`config.mk`:
```
export PLATFORM = sky130hd
export DESIGN_NAME = compare_skip_branch_exec
export DESIGN_NICKNAME = d
export VERILOG_FILES = /design/src/design/cse_pkg.sv /design/src/design/compare_skip_branch_exec.sv
export SDC_FILE = /design/constraint.sdc
export NUM_CORES = 1
export LEC_CHECK = 0
export ABC_CLOCK_PERIOD_IN_PS = 3100
export BUFFER_PORTS_ARGS = -buffer_cell sky130_fd_sc_hd__buf_2
export CAP_MARGIN = 20
export CORE_UTILIZATION = 55
export DETAILED_ROUTE_END_ITERATION = 8
export PLACE_DENSITY_LB_ADDON = 0.05
export SYNTH_ARGS = -nofsm -noshare
export SYNTH_HDL_FRONTEND = slang
export SYNTH_SLANG_ARGS = --single-unit
```
`constraint.sdc`:
```
create_clock -name mclk -period 3.1 [get_ports mclk]
set_input_delay 0.31 -clock mclk [delete_from_list [all_inputs] [get_ports mclk]]
set_output_delay 0.31 -clock mclk [all_outputs]
set_load 0.01 [all_outputs]
```
`src/design/cse_pkg.sv`:
```
// constants and encodings for the compare / skip / branch execution unit
// assumes a decoder upstream that presents one decoded operation per cycle
// Summary of operation
// RQ1 - on equal registers the pc skips 2 or 3 words, flags kept.
// RQ2 - compares subtract unstored and set Z, N, V, C and H from it.
// RQ3 - a cleared register bit skips the next instruction, flags kept.
// RQ4 - a set register bit skips the next instruction, flags kept.
// RQ5 - a set I/O bit skips the next instruction, flags kept.
// RQ6 - a set status bit loads pc plus offset plus one, else pc steps.
// RQ7 - a clear status bit loads pc plus offset plus one, else pc steps.
// RQ8 - a cleared I/O bit skips the next instruction, flags kept.
package cse_pkg;
    // ****************************************************************
    // operation codes
    // ****************************************************************
    typedef enum logic [3:0] {
        OP_NONE               = 4'h0,
        OP_COMPARE_SKIP_EQUAL = 4'h1,
        OP_COMPARE_REGS       = 4'h2,
        OP_COMPARE_REGS_CARRY = 4'h3,
        OP_COMPARE_IMMEDIATE  = 4'h4,
        OP_SKIP_REG_BIT_CLEAR = 4'h5,
        OP_SKIP_REG_BIT_SET   = 4'h6,
        OP_SKIP_IO_BIT_CLEAR  = 4'h7,
        OP_SKIP_IO_BIT_SET    = 4'h8,
        OP_BRANCH_FLAG_SET    = 4'h9,
        OP_BRANCH_FLAG_CLEAR  = 4'ha
    } op_e;

    // ****************************************************************
    // status register field positions
    // ****************************************************************
    localparam int FLAG_C = 0;
    localparam int FLAG_Z = 1;
    localparam int FLAG_N = 2;
    localparam int FLAG_V = 3;
    localparam int FLAG_S = 4;
    localparam int FLAG_H = 5;

    localparam logic [7:0]  STATUS_RESET = 8'h00;
    localparam logic [15:0] PC_RESET     = 16'h0000;
    localparam logic [15:0] PC_STEP      = 16'h0001;
    localparam logic [15:0] SKIP_SHORT   = 16'h0002; // next is one word
    localparam logic [15:0] SKIP_LONG    = 16'h0003; // next is two words
endpackage

```
`src/design/compare_skip_branch_exec.sv`:
```
// execution of compares, conditional skips and status-bit branches
// assumes operands are already fetched and stable while opValid is high
module compare_skip_branch_exec (
    // clock and reset
    input  wire logic           mclk,
    input  wire logic           reset_n,
    // decoded operation
    input  wire logic           opValid,
    input  wire cse_pkg::op_e   opCode,
    input  wire logic [7:0]     operandA,
    input  wire logic [7:0]     operandB,
    input  wire logic [7:0]     ioValue,
    input  wire logic [2:0]     bitSel,
    input  wire logic [6:0]     branchOffset,
    input  wire logic           nextIsLong,
    // status register write-back from elsewhere
    input  wire logic           statusLoad,
    input  wire logic [7:0]     statusIn,
    // results
    output logic [15:0]         pc_q,
    output logic [7:0]          status_q,
    output logic                skipTaken_q,
    output logic                branchTaken_q
);
    import cse_pkg::*;

    // ****************************************************************
    // subtraction for compares
    // ****************************************************************
    logic       carryIn;
    logic [7:0] rhs;
    logic [7:0] diff;
    logic       cOut;
    logic       hOut;
    logic       vOut;
    logic       isCompare;
    logic       isCarryCmp;
    logic       sameRegs;

    assign isCompare  = opValid && (opCode == OP_COMPARE_REGS ||
                        opCode == OP_COMPARE_REGS_CARRY ||
                        opCode == OP_COMPARE_IMMEDIATE);
    assign isCarryCmp = opCode == OP_COMPARE_REGS_CARRY;
    assign sameRegs   = operandA == operandB;
    assign carryIn    = isCarryCmp & status_q[FLAG_C];
    assign rhs        = operandB; // immediate arrives on operandB too
    assign diff       = operandA - rhs - {7'h00, carryIn};
    assign cOut = (~operandA[7] & rhs[7]) | (rhs[7] & diff[7])
                | (diff[7] & ~operandA[7]);
    assign hOut = (~operandA[3] & rhs[3]) | (rhs[3] & diff[3])
                | (diff[3] & ~operandA[3]);
    assign vOut = (operandA[7] & ~rhs[7] & ~diff[7])
                | (~operandA[7] & rhs[7] & diff[7]);

    // ****************************************************************
    // skip and branch conditions
    // ****************************************************************
    logic skipCond;
    logic branchCond;
    always_comb begin
        skipCond   = 1'b0;
        branchCond = 1'b0;
        if (opValid) begin
            unique case (opCode)
                OP_COMPARE_SKIP_EQUAL: skipCond = sameRegs; // [RQ1]
                OP_SKIP_REG_BIT_CLEAR: skipCond = !operandA[bitSel]; // [RQ3]
                OP_SKIP_REG_BIT_SET:   skipCond = operandA[bitSel]; // [RQ4]
                OP_SKIP_IO_BIT_CLEAR:  skipCond = !ioValue[bitSel]; // [RQ8]
                OP_SKIP_IO_BIT_SET:    skipCond = ioValue[bitSel]; // [RQ5]
                OP_BRANCH_FLAG_SET:    branchCond = status_q[bitSel]; // [RQ6]
                OP_BRANCH_FLAG_CLEAR:  branchCond = !status_q[bitSel]; // [RQ7]
                default: ;
            endcase
        end
    end

    // ****************************************************************
    // program counter
    // ****************************************************************
    logic [15:0] pc_d;
    always_comb begin
        pc_d = pc_q;
        if (opValid) begin
            if (skipCond)
                pc_d = pc_q + (nextIsLong ? SKIP_LONG : SKIP_SHORT); // [RQ1]
            else if (branchCond)
                // offset sign-extended; plus one past the branch [RQ6] [RQ7]
                pc_d = pc_q + {{9{branchOffset[6]}}, branchOffset} + PC_STEP;
            else
                pc_d = pc_q + PC_STEP;
        end
    end

    // pc and event flags advance once per accepted operation
    always_ff @(posedge mclk or negedge reset_n) begin
        if (!reset_n) begin
            pc_q          <= PC_RESET;
            skipTaken_q   <= 1'b0;
            branchTaken_q <= 1'b0;
        end else begin
            pc_q          <= pc_d;
            skipTaken_q   <= skipCond;
            branchTaken_q <= branchCond;
        end
    end

    // ****************************************************************
    // status register
    // ****************************************************************
    // carry compare keeps zero sticky so multi-byte compares chain
    always_ff @(posedge mclk or negedge reset_n) begin
        if (!reset_n) begin
            status_q <= STATUS_RESET;
        end else if (isCompare) begin
            status_q[FLAG_C] <= cOut; // [RQ2]
            status_q[FLAG_H] <= hOut;
            status_q[FLAG_V] <= vOut;
            status_q[FLAG_N] <= diff[7];
            status_q[FLAG_S] <= diff[7] ^ vOut;
            status_q[FLAG_Z] <= isCarryCmp ? (diff == 8'h00) & status_q[FLAG_Z]
                                           : (diff == 8'h00);
        end else if (statusLoad) begin
            status_q <= statusIn;
        end
    end

    // ****************************************************************
    // checks
    // ****************************************************************
    // operand values are those of the cycle in which the op was taken
    a_equal_skip_pc: assert property ( // [RQ1]
        @(posedge mclk) disable iff (!reset_n)
        opValid && opCode == OP_COMPARE_SKIP_EQUAL && operandA == operandB
        |=> pc_q == $past(pc_q)
            + ($past(nextIsLong) ? SKIP_LONG : SKIP_SHORT))
        else $error("equal skip pc wrong");
    a_compare_zero: assert property ( // [RQ2]
        @(posedge mclk) disable iff (!reset_n)
        opValid && opCode == OP_COMPARE_REGS
        |=> status_q[FLAG_Z] == ($past(operandA) == $past(operandB)))
        else $error("compare zero flag wrong");
    a_compare_carry: assert property ( // [RQ2]
        @(posedge mclk) disable iff (!reset_n)
        opValid && opCode == OP_COMPARE_IMMEDIATE
        |=> status_q[FLAG_C] == ($past(operandA) < $past(operandB)))
        else $error("compare carry wrong");
    a_regbit_clear: assert property ( // [RQ3]
        @(posedge mclk) disable iff (!reset_n)
        opValid && opCode == OP_SKIP_REG_BIT_CLEAR && !operandA[bitSel]
        && !statusLoad |=> skipTaken_q && $stable(status_q))
        else $error("reg bit clear skip wrong");
    a_regbit_set: assert property ( // [RQ4]
        @(posedge mclk) disable iff (!reset_n)
        opValid && opCode == OP_SKIP_REG_BIT_SET && !operandA[bitSel]
        |=> pc_q == $past(pc_q) + PC_STEP)
        else $error("reg bit set no-skip wrong");
    a_iobit_set: assert property ( // [RQ5]
        @(posedge mclk) disable iff (!reset_n)
        opValid && opCode == OP_SKIP_IO_BIT_SET
        |=> skipTaken_q == $past(ioValue[bitSel]))
        else $error("io bit set skip wrong");
    a_iobit_clear: assert property ( // [RQ8]
        @(posedge mclk) disable iff (!reset_n)
        opValid && opCode == OP_SKIP_IO_BIT_CLEAR
        |=> skipTaken_q != $past(ioValue[bitSel]))
        else $error("io bit clear skip wrong");
    a_branch_set: assert property ( // [RQ6]
        @(posedge mclk) disable iff (!reset_n)
        opValid && opCode == OP_BRANCH_FLAG_SET && status_q[bitSel]
        |=> branchTaken_q && pc_q == $past(pc_q)
            + {{9{$past(branchOffset[6])}}, $past(branchOffset)} + PC_STEP)
        else $error("branch set target wrong");
    a_branch_clear: assert property ( // [RQ7]
        @(posedge mclk) disable iff (!reset_n)
        opValid && opCode == OP_BRANCH_FLAG_CLEAR && status_q[bitSel]
        |=> !branchTaken_q && pc_q == $past(pc_q) + PC_STEP)
        else $error("branch clear fall-through wrong");

    // ****************************************************************
    // fall-through paths, untouched flags, compare flags and taken branches
    // ****************************************************************
    // a skip on a mismatch would silently drop the next instruction
    a_equal_no_skip: assert property ( // [RQ1]
        @(posedge mclk) disable iff (!reset_n)
        opValid && opCode == OP_COMPARE_SKIP_EQUAL && operandA != operandB
        |=> !skipTaken_q && pc_q == $past(pc_q) + PC_STEP)
        else $error("equal skip taken on mismatch");
    a_equal_flags: assert property ( // [RQ1]
        @(posedge mclk) disable iff (!reset_n)
        opValid && opCode == OP_COMPARE_SKIP_EQUAL && !statusLoad
        |=> $stable(status_q))
        else $error("equal skip touched status");
    // zero may only stay set while every byte of a chain matched
    a_chain_zero: assert property ( // [RQ2]
        @(posedge mclk) disable iff (!reset_n)
        opValid && opCode == OP_COMPARE_REGS_CARRY
        |=> status_q[FLAG_Z] == ($past(status_q[FLAG_Z])
            && $past(operandA)
               == $past(operandB) + {7'h00, $past(status_q[FLAG_C])}))
        else $error("carry compare zero chain wrong");
    // negative xor overflow is the signed less-than of the operands
    a_compare_sign: assert property ( // [RQ2]
        @(posedge mclk) disable iff (!reset_n)
        opValid && opCode == OP_COMPARE_REGS
        |=> (status_q[FLAG_N] ^ status_q[FLAG_V])
            == ($signed($past(operandA)) < $signed($past(operandB))))
        else $error("compare sign flags wrong");
    a_compare_step: assert property ( // [RQ2]
        @(posedge mclk) disable iff (!reset_n)
        opValid && (opCode == OP_COMPARE_REGS
        || opCode == OP_COMPARE_REGS_CARRY
        || opCode == OP_COMPARE_IMMEDIATE)
        |=> !skipTaken_q && !branchTaken_q && pc_q == $past(pc_q) + PC_STEP)
        else $error("compare moved pc wrongly");
    a_regbit_keep: assert property ( // [RQ3]
        @(posedge mclk) disable iff (!reset_n)
        opValid && opCode == OP_SKIP_REG_BIT_CLEAR && operandA[bitSel]
        |=> !skipTaken_q && pc_q == $past(pc_q) + PC_STEP)
        else $error("reg bit clear skipped on a one");
    a_regbit_flags: assert property ( // [RQ4]
        @(posedge mclk) disable iff (!reset_n)
        opValid && opCode == OP_SKIP_REG_BIT_SET && operandA[bitSel]
        && !statusLoad |=> skipTaken_q && $stable(status_q))
        else $error("reg bit set skip wrong");
    a_io_set_flags: assert property ( // [RQ5]
        @(posedge mclk) disable iff (!reset_n)
        opValid && opCode == OP_SKIP_IO_BIT_SET && !statusLoad
        |=> $stable(status_q))
        else $error("io bit set skip touched status");
    a_io_clr_flags: assert property ( // [RQ8]
        @(posedge mclk) disable iff (!reset_n)
        opValid && opCode == OP_SKIP_IO_BIT_CLEAR && !statusLoad
        |=> $stable(status_q))
        else $error("io bit clear skip touched status");
    a_branch_fall: assert property ( // [RQ6]
        @(posedge mclk) disable iff (!reset_n)
        opValid && opCode == OP_BRANCH_FLAG_SET && !status_q[bitSel]
        |=> !branchTaken_q && pc_q == $past(pc_q) + PC_STEP)
        else $error("branch set taken on a clear bit");
    a_branch_taken: assert property ( // [RQ7]
        @(posedge mclk) disable iff (!reset_n)
        opValid && opCode == OP_BRANCH_FLAG_CLEAR && !status_q[bitSel]
        |=> branchTaken_q && pc_q == $past(pc_q)
            + {{9{$past(branchOffset[6])}}, $past(branchOffset)} + PC_STEP)
        else $error("branch clear target wrong");
endmodule

```
After elaboration in Yosys (flattened, before gate mapping)
Index checks and enable logic that the tools add are counted.
{"block": "classes", "n_addsub": 6, "n_lt_le_gt_ge": 1, "n_eq_ne": 11, "muxes": 16, "bitwise_logic": 22, "reduce_logical": 9}
{"op": "$add A16 B1 Y16 const B", "count": 2}
{"op": "$mux W16", "count": 2}
{"op": "$add A16 B16 Y16", "count": 1}
{"op": "$add A16 B2 Y16", "count": 1}
{"op": "$eq A4 B3 Y1 const B", "count": 4}
{"op": "$eq A4 B4 Y1 const B", "count": 3}
{"op": "$mux W6", "count": 2}
{"op": "$and A1 B1 Y1", "count": 11}
{"op": "$bmux W1 S3", "count": 3}
{"op": "$eq A4 B2 Y1 const B", "count": 2}
{"op": "$eq A8 B8 Y1", "count": 1}
{"op": "$logic_not A8 Y1", "count": 1}
{"op": "$sub A8 B1 Y8", "count": 1}
{"op": "$sub A8 B8 Y8", "count": 1}
{"op": "$mux W1", "count": 7}
{"op": "$not A1 Y1", "count": 5}
{"op": "$or A1 B1 Y1", "count": 5}
{"op": "$pmux W1 S5", "count": 1}
{"op": "$eq A4 B1 Y1 const B", "count": 1}
{"op": "$lt A3 B4 Y1 const B", "count": 1}
{"op": "$logic_not A1 Y1", "count": 3}
{"op": "$logic_or A1 B1 Y1", "count": 2}
{"op": "$pmux W1 S2", "count": 1}
{"op": "$reduce_and A2 Y1", "count": 1}
{"op": "other kinds (3)", "count": 3}
{"block": "totals", "ff_bits": 26}

Longest topological paths before layout
Gate-level depths: netlist of the first run.
{"block": "depth", "depth_word": 8, "depth_mapped": 12, "depth_no_buf": 12}

Worst setup path before layout of the first run
Ideal clock, no wire load.
{"block": "synth_timing", "path_type": "register to register", "startpoint": "register pc_q[0]", "endpoint": "register pc_q[12]", "arrival_time_ns": 2.798, "path_slack_ns": 0.176, "stages_incl_launch_ff": 12, "n_path_buf": 0, "period_less_slack_ns": 2.924, "cell_sequence": "dfrtp_1 > inv_1 > ha_1 > inv_1 > fa_1 > a21o_1 > a31o_2 > a31o_2 > a2111oi_0 > o211ai_1 > nor4b_1 > a221o_1"}
{"block": "synth_via", "elab_chain_cells": 4, "word_cells_on_any_way": 6, "classes_between": "4 x add/sub; 2 x mux"}
{"element": "start: declaration", "line_no": "compare_skip_branch_exec.sv:20", "source": "output logic [15:0] pc_q,"}
{"element": "start signal: assignment", "line_no": "compare_skip_branch_exec.sv:101", "source": "pc_q <= pc_d;"}
{"element": "$add A16 B16 Y16", "line_no": "compare_skip_branch_exec.sv:88", "source": "pc_d = pc_q + {{9{branchOffset[6]}}, branchOffset} + PC_STEP;"}
{"element": "$add A16 B1 Y16", "line_no": "compare_skip_branch_exec.sv:88"}
{"element": "$mux W16", "line_no": "compare_skip_branch_exec.sv:86", "source": "else if (branchCond)"}
{"element": "$mux W16 *", "line_no": "compare_skip_branch_exec.sv:84", "source": "if (skipCond)"}
Every way passes the cells marked *; elsewhere a longest branch is shown, timed or not.
A chain may end at the register's enable or synchronous reset.

Worst setup path after layout of the first run
Same ends and word-level chain as after synthesis.

==> results of run 1 <==
-- cells in the final DEF, fill, tap and decap left out, types with 4 or more instances in the layout --
cell	synthesis	layout
buf_2	3	76
inv_1	42	42
nand2_1	40	40
ha_1	32	32
o21ai_0	30	30
a21oi_1	27	27
nor2_1	26	26
dfrtp_1	26	26
xnor2_1	18	18
mux2i_1	16	15
buf_4	1	14
nor3_1	11	11
xor2_1	10	10
nand3_1	10	10
mux2_2	9	9
a21o_1	7	7
mux4_1	6	6
and3_1	6	6
a211oi_1	6	6
o211ai_1	6	6
nand4_1	5	5
nor3b_1	4	4
o2111ai_1	4	4
a31oi_1	4	4
nor4b_1	4	4
clkbuf_8	0	4
-- registers in the layout, summed over array words and instances, names as in the netlist --
name	flops
branchTaken_q	1
skipTaken_q	1
status_q	8
pc_q	16
-- stage by stage --
step | setup slack (ps) | std cells | utilization
global placement | 142 | 576 | 0.658
CTS | 87.2 | 580 | 0.668
finish | 203 | 580 | 0.668
floorplan | 176 | 427 | -
detailed placement | 13.7 | 576 | 0.658
global route | 55.1 | 580 | 0.668
-- critical path, cell delays in order (launching register included) --
cell and delay (ps):
dfrtp_1 400, inv_1 70, ha_1 150, inv_1 50, fa_1 400, a21o_1 190, a31o_2 260, a31o_2 260
a2111oi_2 420, o211ai_1 150, nor4b_1 170, a221o_1 260
-- area by class of cell --
cell class	count	area, sq um
multi-input cells	341	2580
fillers	547	2000
flip-flops and latches	26	651
repair buffers	90	485
inverters	44	165
well taps	75	93.8
clock buffers	4	55.1
-- where the power goes --
part,internal (uW),total (uW),switching (uW)
combinational,757,1710,948
clock,114,238,124
sequential,435,540,104
-- cells by family after synthesis --
group | share of synthesized area
flip-flops | 0.187
multiplexers | 0.120
XOR/XNOR | 0.0705
AND/OR/NAND/NOR | 0.187
buffers and inverters | 0.0755
adder cells (fa/ha/maj) | 0.132
AO/OA/AOI/OAI | 0.228
-- worst min-delay path by stage --
stage / from / endpoint / depth (start not counted)
floorplan: reset_n / branchTaken_q / 0
global placement: reset_n / skipTaken_q / 1
detailed placement: reset_n / skipTaken_q / 1
CTS: reset_n / pc_q[9] / 1
global route: reset_n / branchTaken_q / 1
finish: reset_n / pc_q[9] / 1
-- timing repair --
item                                   in CTS  in global routing
endpoints found under the hold margin       0                  0
setup endpoints to repair                   1                  1
gates resized for setup                     1                  1
-- metal layers --
| layer | track usage | routed length, um | up-vias |
|---|---|---|---|
| met2 | 0.519 | 4510 | 102 |
| met5 | 0 | 0 | - |
| met4 | 0.0661 | 119 | 0 |
| met1 | 0.411 | 4360 | 1652 |
| li1 | - | - | 1724 |
| met3 | 0.0289 | 397 | 10 |
==> metrics.yaml, run 1 <==
clock_latency_ps: 280
die_area_sq_um: 6650
min_period_over_period: 0.935
critical_path_class: "reg -> reg"
ant_nets: 0
gr-total-overflow: 0
max-vdd-ir-drop_mv: 0.468
antenna_found_initial: 0
antenna_cells: 0
rr_endpoint: "pc_q[12]"
ff2ff_setup_slack_ps: 200
syn_nets: 513
power.total_uw: 2480
status: "completed"
final_area_sq_um: 4030
drtIter0Drc: 220
syn_area_per_cell_sq_um: 8.15
rsz0062_at_grt: "false"
clock_skew_ps: 10.7
r2r_cells: 11
grtUsageTotal: 0.303
synthTopCellsByCount: "inv_1 (42), nand2_1 (40), ha_1 (32), o21ai_0 (30), a21oi_1 (27)"
globalplace.congestion: 0.925
ys_async_sr_fraction: 1.00
rows: 28
arrival_ps: 3070
synthFlopType: "dfrtp_1"
grt_pass1_wl_um: 15500
syn_inst: 427
max_slew.worst_pin.slew_ps: 645
hp-class: "in -> async"
crit_end: "pc_q[12]"
detailed_place.area_sq_um: 3970
synth_edf_count: 0
first_pass_iters: 4
drive_above_1_share: 0.228
area_growth_pct: 15.7
synth_top_area_cell: "dfrtp_1"
holdBufCountCts: 0
start_kind: "flip-flop"
drc_errors: 0
end_kind: "flip-flop"
ys_types: 64
leakagePower_uw: 0.00197
required_ps: 3280
hpwl_um: 7430
cts_htree_levels: 1
ios: 77
fin_crit_ps: 2900
r2r-start: "pc_q[0]"
viasPerCell: 6.01
nets: 592
setup_tns_ps: 0
clkSinkCount: 26
cts_made_buffers: 3
core_area_sq_um: 6030
yosysMostFrequentCell: "inv_1"
synth_seq_cells: 26
ys_warn_count: 0
finalMaxSlewViolations: 0
cts_tree: "done"
root_buffer: "clkbuf_8"
grt_max_degree: 27
start_util: 0.578
synth_area_leaders: "dfrtp_1 (19%), ha_1 (12%), mux2i_1 (4.6%)"
clkTransAtPathRegs_ps: 110
port_buffers: 76
grt_pass1_vias: 3239
yosysSeqAreaShare: 0.187
synth_top_area_frac: 0.187
startpoint: "pc_q[0]"
postCtsSetupBuffers: 0
die_x_um: 81.6
slew_headroom: 0.570
p_per_area_nw_per_um2: 617
worst-path-max-fanout: 3
wl_um: 9390
post_drt_wl_per_cell_um: 16.2
cts_buffer_depth: 2
maxCapViolCount: 0
syn_area_sq_um: 3480
hold_violations: 0
setup-violations-final: 0
whs_ps: 42.8
die_h_um: 81.6
fmax_mhz: 345
dr_total_vias: 3488
Power figures use the tool's default switching activity.
==> run 2, diff against run 1 <==
--- a/config.mk
+++ b/config.mk
@@ -8,7 +8,7 @@
 export ABC_CLOCK_PERIOD_IN_PS = 3100
 export BUFFER_PORTS_ARGS = -buffer_cell sky130_fd_sc_hd__buf_2
 export CAP_MARGIN = 20
-export CORE_UTILIZATION = 55
+export CORE_UTILIZATION = 25
 export DETAILED_ROUTE_END_ITERATION = 8
 export PLACE_DENSITY_LB_ADDON = 0.05
 export SYNTH_ARGS = -nofsm -noshare
==> run 2 against run 1 <==
  * Flip-flop and latch count did not move
  * Non-clock buffer count rose by 4
  * Fmax increased by 0.99%
  * Worst setup slack improved by 28 ps
  * Die area up 120%
  * Combinational power is essentially flat
  * Clock-buffer cell count shrank 1
  * Routed wire length increased by 17%
  * Core utilization is 35 points lower
  * Register-to-register slack better by 30 ps
  * Highest routed layer unchanged
==> metrics.yaml, run 2 (same netlist as run 1, synthesis figures left out) <==
clkSinkCount: 26  # unchanged
grt_pass1_vias: 3260  # +0.65%
whs_ps: 72.5  # +29.6 ps
hp-class: "in -> async"
p_int_uw: 1370  # +4.9%
wl_um: 11000  # +17%
first_pass_iters: 6  # +2
critical_path_class: "reg -> reg"
leakagePower_uw: 0.00199  # +1.4%
slew_headroom: 0.541  # -0.0292
post_drt_wl_per_cell_um: 16.0  # -0.98%
r2r_cells: 11  # unchanged
final_cell_mix: "buf_2 (76), inv_1 (42), nand2_1 (40), ha_1 (32), o21ai_0 (30)"
ant_nets: 0  # unchanged
clock_skew_ps: 9.11  # -1.63 ps
viasPerCell: 5.01  # -17%
die_x_um: 120  # +47%
globalplace.congestion: 0.823  # -11%
grtUsageTotal: 0.155  # -0.149
die_area_sq_um: 14400  # +120%
finalMaxSlewViolations: 0  # unchanged
cts_htree_levels: 1  # unchanged
core_area_sq_um: 13400  # +120%
clkTransAtPathRegs_ps: 80  # -30 ps
area_growth_pct: 20.8
max_slew.worst_pin.slew_ps: 689  # +43.8 ps
p_seq_frac: 0.209  # -0.008
end_kind: "flip-flop"
rsz0062_at_grt: "false"
rows: 42  # +50%
worst-path-max-fanout: 3  # unchanged
multi_input_area_sq_um: 2580  # unchanged
dr_total_vias: 3429  # -1.7%
status: "completed"
fin_crit_ps: 2870  # -28.4 ps
gr-total-overflow: 0  # unchanged
p_per_area_nw_per_um2: 616  # about the same
largest_register: "pc_q"
nets: 596  # +0.68%
final-seq-area_sq_um: 651  # unchanged
p_clk_frac: 0.118  # +0.022
drc_errors: 0  # unchanged
r2r-start: "pc_q[0]"
setup_tns_ps: 0  # unchanged
required_ps: 3260  # -20 ps
maxCapViolCount: 0  # unchanged
cts_made_buffers: 3  # unchanged
arrival_ps: 3030  # -40 ps
antenna_found_initial: 0  # unchanged
grt_max_degree: 27  # unchanged
ff2ff_setup_slack_ps: 230  # +30 ps
rr_endpoint: "pc_q[12]"
setup-violations-final: 0  # unchanged
hpwl_um: 8750  # +18%
fmax_mhz: 349  # +0.99%
root_buffer: "clkbuf_16"
start_kind: "flip-flop"
reg_top3: "pc_q: 16 flops, status_q: 8 flops"
hold_violations: 0  # unchanged
fillCellCount: 1477  # +170%
max-vdd-ir-drop_mv: 0.260  # -44%
drtIter0Drc: 146  # -34%
antenna_cells: 0  # unchanged
min_period_over_period: 0.925  # -0.00916
layout.cells.most_common: "buf_2"
ios: 77  # unchanged
cts_buffer_depth: 2  # unchanged
port_buffers: 76  # unchanged
drive_above_1_share: 0.232  # +0.00456
start_util: 0.260  # -0.318
die_h_um: 120  # +47%
cts_tree: "done"
clock_latency_ps: 270  # about the same
grt_pass1_wl_um: 17700  # +14%
p_comb_frac: 0.672  # -0.015
swShare: 0.471  # -0.00281
p_sw_uw: 1220  # +3.7%
largest_reg_flops: 16  # unchanged
## run 2: cell types whose count changed in the layout (fill, tap and decap cells not counted), sizes merged
cell / before / now
buf: 90 / 94
clkbuf: 4 / 3
## run 2: stage by stage
stage / power [uW] / worst slack (ps) / instances / util / area (sq um)
2_1_floorplan: 1720 / 176 / 427 / - / 3480
3_3_place_gp: 2290 / 64.4 / 681 / 0.308 / 4120
3_5_place_dp: 2280 / 20.7 / 681 / 0.308 / 4120
4_1_cts: 2600 / 62.6 / 684 / 0.313 / 4200
5_1_grt: 2830 / 27.5 / 684 / 0.314 / 4200
6_report: 2590 / 231 / 684 / 0.314 / 4200
## run 2: what timing repair did
action	in CTS	in global routing
buffers inserted	0	0
resized for setup	0	2
setup endpoints to repair	0	1
hold buffers	0	0
## run 2: power by group through the flow
stage / combinational (uW) / sequential, uW / clock, uW
2_1_floorplan: 1120 / 599 / 0
3_3_place_gp: 1740 / 553 / 0
3_5_place_dp: 1730 / 550 / 0
4_1_cts: 1740 / 544 / 317
5_1_grt: 1940 / 557 / 333
6_report: 1740 / 542 / 307
## run 2: routing by layer
layer / vias up / wire length [um] / track usage
met3: 2 / 341 / 0.0185
met5: - / 0 / 0
li1: 1739 / - / -
met2: 76 / 4950 / 0.258
met4: 0 / 29 / 0.0172
met1: 1612 / 5640 / 0.218
## run 2: layout make-up
class	count	share of cell area
tap	176	0.0524
multi-input combinational	341	0.613
inverter	44	0.0393
sequential	26	0.155
clock buffer	3	0.0179
timing repair buffer	94	0.123
## run 2: worst max-delay path by stage
stage,endpoint,from
final,pc_q[12],pc_q[0]
after global routing,pc_q[12],pc_q[0]
after global placement,status_q[3],opCode[1]
after floorplan,pc_q[12],pc_q[0]
after detailed placement,pc_q[12],branchOffset[0]
after CTS,pc_q[12],pc_q[0]
## run 2: worst max-delay path: stages (launching register included)
cell and delay [ps]:
dfrtp_1 380, inv_1 70, ha_1 150, inv_1 50
fa_1 410, a21o_1 200, a31o_2 270, a31o_2 270
a2111oi_2 410, o211ai_1 140, nor4b_1 160, a221o_1 260
